<file path="src/ascp_regs.vh">
// Purpose: constants for the converter serial control port
// Assumes: 200 MHz system clock
// Notes:   counts are in shift-clock edges of one transfer
`ifndef ASCP_REGS_VH
`define ASCP_REGS_VH
`define ASCP_ADDR_BITS     3'd4
`define ASCP_IN_BITS       4'd8
`define ASCP_RES_BITS      5'd12
`define ASCP_CNT_W         5
`define ASCP_ADDR_LAST     5'd3
`define ASCP_SAMP_FALL     5'd3
`define ASCP_CONV_TIME_NS  10000
`define ASCP_CLK_NS        5
`define ASCP_CONV_CYC      (`ASCP_CONV_TIME_NS / `ASCP_CLK_NS)
`endif

</file>
<file path="src/ascp_buf2.v">
// Purpose: two-entry valid/ready buffer for converter results
// Assumes: single clock, async active-high reset
// Notes:   input ready is a full flag inverse decoded from the registered fill count
`timescale 1ns/1ps
module ascp_buf2
(
   input  wire        clk_i,     // system clock
   input  wire        rst_i,     // async reset
   input  wire        in_valid_i,// word offered
   output wire        in_ready_o,// room for a word
   input  wire [11:0] in_data_i, // word in
   output wire        out_valid_o,// word available
   input  wire        out_ready_i,// consumer takes word
   output wire [11:0] out_data_o // oldest word
);
   reg [11:0] mem_q [0:1];
   reg        wp_q;
   reg        rp_q;
   reg [1:0]  cnt_q;
   wire       push = in_valid_i & in_ready_o;
   wire       pop  = out_valid_o & out_ready_i;
   assign in_ready_o  = (cnt_q != 2'd2);
   assign out_valid_o = (cnt_q != 2'd0);
   assign out_data_o  = mem_q[rp_q];
   // pointers and fill count
   always @(posedge clk_i or posedge rst_i)
   begin
      if (rst_i)
      begin
         wp_q  <= 1'b0;
         rp_q  <= 1'b0;
         cnt_q <= 2'd0;
      end
      else
      begin
         if (push)
            wp_q <= ~wp_q;
         if (pop)
            rp_q <= ~rp_q;
         cnt_q <= cnt_q + {1'b0, push} - {1'b0, pop};
      end
   end
   // storage, no reset needed
   always @(posedge clk_i)
   begin
      if (push)
         mem_q[wp_q] <= in_data_i;
   end
endmodule

</file>
<file path="src/ascp_port.v">
// Purpose: serial control and result port of a 12-bit converter
// Assumes: select, shift clock and serial input come from another domain
// Notes:   conversion engine outside; result arrives via valid/ready
// Summary of operation
// - select falling clears counters and control, enables input, clock and output
// - select rising stops response to serial input and shift clock
// - 4-bit channel address, msb first, on first four rising edges
// - after the address, remaining input bits keep shifting in order
// - serial output high impedance while select high, driven while low
// - first result bit, msb or lsb by order, shown when select valid
// - each later falling edge presents the next result bit
// - end-of-conversion low after last falling edge until result ready
// - eight input bits loaded on first eight rising edges
// - channel address to multiplexer right after fourth rising edge
// - sampling from fourth falling edge to last falling edge
// - remaining 11 result bits shift out on falling edges
// - last falling edge hands conversion to internal controller
`timescale 1ns/1ps
`include "ascp_regs.vh"
module ascp_port
(
   input  wire        clk_i,        // 200 MHz system clock
   input  wire        rst_i,        // async reset, active high
   input  wire        sel_n_i,      // select pin, active low
   input  wire        sclk_i,       // shift clock pin
   input  wire        sdi_i,        // serial input pin
   input  wire        lsb_first_i,  // result bit order, 1 = lsb first
   output reg         sdo_o,        // serial output data
   output reg         sdo_oe_o,     // serial output enable
   output reg         eoc_o,        // end of conversion
   output reg  [3:0]  chan_addr_o,  // channel to input multiplexer
   output reg         chan_vld_o,   // address captured this transfer
   output reg  [7:0]  in_data_o,    // input data register
   output reg         sampling_o,   // sampling window active
   output reg         conv_start_o, // pulse: controller takes over
   output reg  [3:0]  conv_chan_o,  // channel for the conversion
   input  wire        res_valid_i,  // conversion result offered
   output wire        res_ready_o,  // buffer has room
   input  wire [11:0] res_data_i    // conversion result
);
   // ==========================================================
   // pin synchronisers
   // ==========================================================
   reg [1:0] sel_s_q;
   reg [1:0] clk_s_q;
   reg [1:0] dat_s_q;
   reg       sel_d_q;
   reg       clk_d_q;
   // two flops each; edge detect only on the second stage
   always @(posedge clk_i or posedge rst_i)
   begin
      if (rst_i)
      begin
         sel_s_q <= 2'b11;
         clk_s_q <= 2'b00;
         dat_s_q <= 2'b00;
         sel_d_q <= 1'b1;
         clk_d_q <= 1'b0;
      end
      else
      begin
         sel_s_q <= {sel_s_q[0], sel_n_i};
         clk_s_q <= {clk_s_q[0], sclk_i};
         dat_s_q <= {dat_s_q[0], sdi_i};
         sel_d_q <= sel_s_q[1];
         clk_d_q <= clk_s_q[1];
      end
   end
   // ==========================================================
   // edge detection
   // ==========================================================
   // two shared functions keep every pin edge detector alike
   function edge_up;
      input now_v;   // second synchroniser stage
      input was_v;   // value one cycle earlier
      begin
         edge_up = now_v & ~was_v;
      end
   endfunction

   function edge_down;
      input now_v;   // second synchroniser stage
      input was_v;   // value one cycle earlier
      begin
         edge_down = ~now_v & was_v;
      end
   endfunction

   // select is active low; both edges come from the synced copy only
   wire sel_low  = ~sel_s_q[1];
   wire sel_fall = edge_down(sel_s_q[1], sel_d_q);
   wire sel_rise = edge_up(sel_s_q[1], sel_d_q);
   // shift clock is ignored unless select is and was low
   wire active   = sel_low & ~sel_d_q;
   wire clk_rise = active & edge_up(clk_s_q[1], clk_d_q);
   wire clk_fall = active & edge_down(clk_s_q[1], clk_d_q);

   // ==========================================================
   // result buffer
   // ==========================================================
   wire        buf_vld;
   wire [11:0] buf_data;
   reg         buf_pop;
   ascp_buf2 u_buf
   (
      .clk_i       (clk_i),
      .rst_i       (rst_i),
      .in_valid_i  (res_valid_i),
      .in_ready_o  (res_ready_o),
      .in_data_i   (res_data_i),
      .out_valid_o (buf_vld),
      .out_ready_i (buf_pop),
      .out_data_o  (buf_data)
   );

   // ==========================================================
   // transfer state
   // ==========================================================
   reg [`ASCP_CNT_W-1:0] rise_cnt_q;
   reg [`ASCP_CNT_W-1:0] fall_cnt_q;
   reg [11:0]            res_q;     // latched previous result
   reg [11:0]            shf_q;     // output shifter

   function [11:0] bitrev12;
      input [11:0] v;
      integer k;
      begin
         for (k = 0; k < 12; k = k + 1)
            bitrev12[k] = v[11-k];
      end
   endfunction

   // first bit chosen by order setting; shifter always sends msb
   wire [11:0] res_ord = lsb_first_i ? bitrev12(res_q) : res_q;
   wire        last_fall = clk_fall & (fall_cnt_q == `ASCP_RES_BITS - 5'd1);

   // ==========================================================
   // link phase
   // ==========================================================
   localparam [1:0] LK_IDLE = 2'b00;  // deselected, pins ignored
   localparam [1:0] LK_ADDR = 2'b01;  // first four rising edges
   localparam [1:0] LK_DATA = 2'b10;  // rest of the frame
   localparam [1:0] LK_DONE = 2'b11;  // handed over, waiting for select rise
   reg [1:0] lk_q;
   reg [1:0] lk_d;
   // address capture is tied to the phase so a stray count cannot reload it
   wire addr_edge = clk_rise & (lk_q == LK_ADDR) & (rise_cnt_q == `ASCP_ADDR_LAST);

   // next phase
   always @*
   begin
      lk_d = lk_q;
      case (lk_q)
         LK_IDLE:
         begin
            if (sel_fall)
               lk_d = LK_ADDR;
         end
         LK_ADDR:
         begin
            if (addr_edge)
               lk_d = LK_DATA;
         end
         LK_DATA:
         begin
            if (last_fall)
               lk_d = LK_DONE;
         end
         LK_DONE:
         begin
            lk_d = LK_DONE;
         end
         default:
         begin
            lk_d = LK_IDLE;
         end
      endcase
      // a fresh select fall restarts, a rise ends the frame in any phase
      if (sel_fall)
         lk_d = LK_ADDR;
      else if (sel_rise)
         lk_d = LK_IDLE;
   end

   // phase register
   always @(posedge clk_i or posedge rst_i)
   begin
      if (rst_i)
         lk_q <= LK_IDLE;
      else
         lk_q <= lk_d;
   end

   // counters, capture and output shift
   always @(posedge clk_i or posedge rst_i)
   begin
      if (rst_i)
      begin
         rise_cnt_q   <= {`ASCP_CNT_W{1'b0}};
         fall_cnt_q   <= {`ASCP_CNT_W{1'b0}};
         in_data_o    <= 8'h00;
         chan_addr_o  <= 4'h0;
         chan_vld_o   <= 1'b0;
         sampling_o   <= 1'b0;
         shf_q        <= 12'h000;
         sdo_o        <= 1'b0;
         sdo_oe_o     <= 1'b0;
         conv_start_o <= 1'b0;
         conv_chan_o  <= 4'h0;
      end
      else
      begin
         conv_start_o <= 1'b0;
         // output driven only while select low
         sdo_oe_o <= sel_low;
         if (sel_fall)
         begin
            rise_cnt_q <= {`ASCP_CNT_W{1'b0}};
            fall_cnt_q <= {`ASCP_CNT_W{1'b0}};
            chan_vld_o <= 1'b0;
            sampling_o <= 1'b0;
            shf_q      <= {res_ord[10:0], 1'b0};
            sdo_o      <= res_ord[11];
         end
         else
         begin
            if (clk_rise)
            begin
               if (rise_cnt_q < {1'b0, `ASCP_IN_BITS})
               begin
                  in_data_o  <= {in_data_o[6:0], dat_s_q[1]};
                  rise_cnt_q <= rise_cnt_q + 5'd1;
               end
               // msb-first address complete on fourth rising edge
               if (addr_edge)
               begin
                  chan_addr_o <= {in_data_o[2:0], dat_s_q[1]};
                  chan_vld_o  <= 1'b1;
               end
            end
            if (clk_fall && fall_cnt_q < `ASCP_RES_BITS)
            begin
               fall_cnt_q <= fall_cnt_q + 5'd1;
               if (fall_cnt_q < `ASCP_RES_BITS - 5'd1)
               begin
                  sdo_o <= shf_q[11];
                  shf_q <= {shf_q[10:0], 1'b0};
               end
               if (fall_cnt_q == `ASCP_SAMP_FALL)
                  sampling_o <= 1'b1;
            end
            if (last_fall)
            begin
               sampling_o   <= 1'b0;
               conv_start_o <= 1'b1;
               conv_chan_o  <= chan_addr_o;
            end
         end
      end
   end

   // ==========================================================
   // end of conversion and result latch
   // ==========================================================
   localparam [0:0] CV_READY = 1'b0;  // result held, eoc high
   localparam [0:0] CV_WAIT  = 1'b1;  // conversion handed over, eoc low
   reg cv_q;                          // conversion phase
   // the engine owns timing; no timeout, a result that never comes leaves eoc low
   // a word already waiting is taken at once, so eoc drops for at least one cycle
   always @(posedge clk_i or posedge rst_i)
   begin
      if (rst_i)
      begin
         cv_q  <= CV_READY;
         eoc_o <= 1'b1;
         res_q <= 12'h000;
      end
      else
      begin
         case (cv_q)
            CV_READY:
            begin
               if (last_fall)
               begin
                  cv_q  <= CV_WAIT;
                  eoc_o <= 1'b0;
               end
            end
            CV_WAIT:
            begin
               if (last_fall)
                  eoc_o <= 1'b0;
               else if (buf_vld)
               begin
                  res_q <= buf_data;
                  cv_q  <= CV_READY;
                  eoc_o <= 1'b1;
               end
            end
            default:
            begin
               cv_q  <= CV_READY;
               eoc_o <= 1'b1;
            end
         endcase
      end
   end
   // pop only while waiting, never in the cycle a new conversion starts
   always @*
   begin
      buf_pop = (cv_q == CV_WAIT) & ~last_fall;
   end
endmodule

</file>
<file path="config.mk">
export PLATFORM = sky130hd
export DESIGN_NAME = ascp_port
export DESIGN_NICKNAME = d
export VERILOG_FILES = /design/src/ascp_buf2.v /design/src/ascp_port.v
export VERILOG_INCLUDE_DIRS = /design/src
export SDC_FILE = /design/constraint.sdc
export NUM_CORES = 1
export LEC_CHECK = 0
export ABC_AREA = 1
export BUFFER_PORTS_ARGS = -buffer_cell sky130_fd_sc_hd__buf_2
export CORE_UTILIZATION = 52
export DETAILED_ROUTE_END_ITERATION = 6
export GPL_TIMING_DRIVEN = 0
export PLACE_DENSITY_LB_ADDON = 0.08
export SYNTH_ARGS = -nofsm -noshare
export SYNTH_HDL_FRONTEND = slang
export SYNTH_SLANG_ARGS = --single-unit
</file>
<file path="constraint.sdc">
create_clock -name clk_i -period 2.4 [get_ports clk_i]
set_clock_uncertainty 0.15 [all_clocks]
set_input_delay 0.6 -clock clk_i [delete_from_list [all_inputs] [get_ports clk_i]]
set_output_delay 0.6 -clock clk_i [all_outputs]
set_load 0.02 [all_outputs]
</file>
==> flow_metrics.py <==
metrics = {
    "outcome": {
        "outcome": "finished clean",
    },
    "run": {
        "maxCapViolations": 0,
    },
    "clocking": {
        "ctsHoldBuffers": 0,
        "clockBufferDepth": 2,
        "cts-buffers-inserted": 9,
        "cts_setup_buffers": 0,
        "ctsResizeCount": 0,
        "cts_max_level": 3,
        "cts_tree": "built",
        "clk_pin_slew_ns": 0.10,
        "clock_latency_ns": 0.36,
        "cts_root_buf": "clkbuf_8",
        "clkSinkCount": 94,
    },
    "floorplanning": {
        "fp.dieW_um": 89.2,
        "die_h_um": 89.2,
        "placementRows": 31,
        "io_pins": 42,
        "start_util": 0.542,
        "die_area_mm2": 0.00795,
        "coreArea_mm2": 0.00729,
    },
    "setup_path": {
        "r2r_cells": 12,
        "start_kind": "flip-flop",
        "slowest_delay_ns": 0.57,
        "crit_path_top_delay_cell": "dfstp_2",
        "cp_data_arrival_time_ns": 2.35,
        "cp_top_family": "adder cells",
        "cp.buffers_inverters": 4,
        "crit_path_end_kind": "flip-flop",
        "critPathMaxFanout": 10,
        "critical_path.cell_chain": "inv_1 -> ha_1 -> nand2_1 -> nor2_2 -> nand2_2 -> nand2_4 -> buf_6 -> inv_1 -> ha_1 -> inv_1 -> ha_1 -> xnor2_1",
        "crit_required_ns": 2.54,
        "cp.depth": 12,
        "worst-setup-path-type": "reg -> reg",
    },
    "finish": {
        "drive_gt1_frac": 0.195,
        "post-route-util": 0.617,
        "area_growth_pct": 13.8,
        "instances_no_fill": 541,
        "design_area_mm2": 0.00450,
        "num_antenna_cells": 0,
        "final_nets": 463,
    },
    "power": {
        "power.density_mw_per_mm2": 690,
        "p_leak_nw": 2.17,
        "report.power.total_mw": 3.10,
        "peakVddDrop_v": 0.000408,
    },
    "drt": {
        "drt_iter0_drc": 128,
        "dr.pass1.iters": 4,
        "drc": 0,
        "wl_per_cell_um": 12.3,
        "via_count": 2641,
        "wl_um": 6660,
        "viasPerCell": 4.88,
        "antenna_left": 0,
    },
    "timing": {
        "slew_viol_final": 0,
        "setup_tns_ns": 0,
        "hold_violations": 0,
        "period_share": 0.923,
        "max_clock_freq_mhz": 451,
        "worstMarginPinSlew_ns": 1.09,
        "finalHoldWorstSlack_ns": 0.183,
        "post-route-min-period_ns": 2.22,
        "slew_headroom": 0.270,
        "setup_viol_count_final": 0,
        "setup_slack_ns": 0.184,
    },
    "global_routing": {
        "grt_pass1_wl_um": 11000,
        "grt_max_degree": 37,
        "grt_antenna_before_repair": 0,
        "grt_pass1_vias": 2410,
        "grt_overflow": 0,
        "grt_usage": 0.187,
    },
    "synthesis": {
        "synthArstFlopShare": 0.745,
        "netlist_area_mm2": 0.00395,
        "syn-num-nets": 410,
        "seq_area_frac_synth": 0.627,
        "ys.flop_type": "dfrtp_1",
        "ys_seq_elements": 94,
        "synthCells": 384,
        "syn_avg_cell_area_um2": 10.3,
        "synth_cell_type_count": 28,
        "synth_enable_flop_cells": 24,
        "yosys_warnings": 0,
    },
    "placed_design": {
        "placed_area_mm2": 0.00431,
        "dpl.hpwl_um": 4660,
        "dp_slack_ns": 0.154,
        "gp_congestion": 0.780,
        "placed_cells": 525,
        "numPortBuffers": 41,
    },
    "min_path": {
        "min_path_type": "in -> reg",
        "hold_depth": 1,
    },
}
[synth_stat cells (2+ instances only)]
library cell	number	area (um^2)
a21oi_1	11	55.1
buf_2	7	35.0
buf_6	4	45.0
clkbuf_1	2	7.51
dfrtp_1	66	1650
dfstp_2	4	105
edfxtp_1	24	721
ha_1	7	87.6
inv_1	41	154
mux2i_1	12	120
nand2_1	105	394
nand2_2	4	25.0
nand2_4	2	22.5
nand3_1	23	115
nand4_1	3	18.8
nor2_1	19	71.3
o211ai_1	11	82.6
o21ai_0	11	55.1
o21ai_1	17	85.1
xnor2_1	3	26.3
[registers in the layout (all words and copies together), names as in the netlist, 4 cells and up]
name and count:
u_buf.mem_q 24, in_data_o 8, res_q 12, fall_cnt_q 5, rise_cnt_q 5, conv_chan_o 4, chan_addr_o 4, shf_q 11
[final cells by class]
cell class,instances,area [um^2]
Fill cell,652,2790
Clock inverter,6,63.8
Sequential cell,94,2480
Multi-Input combinational cell,235,1230
Tap cell,99,124
Inverter,41,158
Clock buffer,10,128
Timing Repair Buffer,42,225
Buffer,14,95.1
[cells by family after synthesis]
family | after synthesis | share of synthesized area
adder cells (fa/ha/maj) | 7 | 0.0222
flip-flops | 94 | 0.627
AND/OR/NAND/NOR | 162 | 0.179
XOR/XNOR | 3 | 0.00665
multiplexers | 12 | 0.0304
AO/OA/AOI/OAI | 51 | 0.0725
buffers and inverters | 55 | 0.0630
[cells in the final DEF (no fill, tap or decap), types with 3 or more instances in the layout]
master,netlist,layout
nand2_2,4,4
mux2i_1,12,12
buf_2,7,48
o21ai_0,11,11
dfstp_2,4,4
clkbuf_1,2,3
nand2_1,105,105
o211ai_1,11,11
a21oi_1,11,11
xnor2_1,3,3
clkbuf_8,0,9
dfrtp_1,66,66
o21ai_1,17,17
inv_1,41,40
nor2_1,19,18
buf_6,4,4
ha_1,7,7
edfxtp_1,24,24
nand3_1,23,23
nand4_1,3,3
[power breakdown]
group          internal [mW]  switching, mW  leakage (nW)  total (mW)
registers               1.73         0.0576          1.13        1.79
logic                  0.112          0.201         0.938       0.312
clock network          0.408          0.596        0.0941        1.00
total                   2.25          0.854          2.17        3.10
[worst paths after layout]
| path | endpoint | slack (ns) | start |
|---|---|---|---|
| setup / recovery | u_buf.cnt_q[1]$_DFF_PP0_ | 0.18 | sel_s_q[1]$_DFF_PP1_ |
| hold reg to reg | dat_s_q[1]$_DFF_PP0_ | 0.21 | dat_s_q[0]$_DFF_PP0_ |
| hold / removal | sel_s_q[0]$_DFF_PP1_ | 0.18 | sel_n_i |
| setup reg to reg | u_buf.cnt_q[1]$_DFF_PP0_ | 0.18 | sel_s_q[1]$_DFF_PP1_ |
| min in group asynchronous | rise_cnt_q[1]$_DFFE_PP0P_ | 0.21 | rst_i |
| max in group asynchronous | eoc_o$_DFFE_PP1P_ | 1.22 | rst_i |
[per-layer routing]
metal	global-route usage	part of all wire	vias up
li1	-	-	1355
met2	0.319	0.49	40
met4	0.0620	0.011	0
met3	0.0526	0.029	7
met1	0.229	0.47	1239
met5	0	0	-
(Power assumes the default switching activity.)
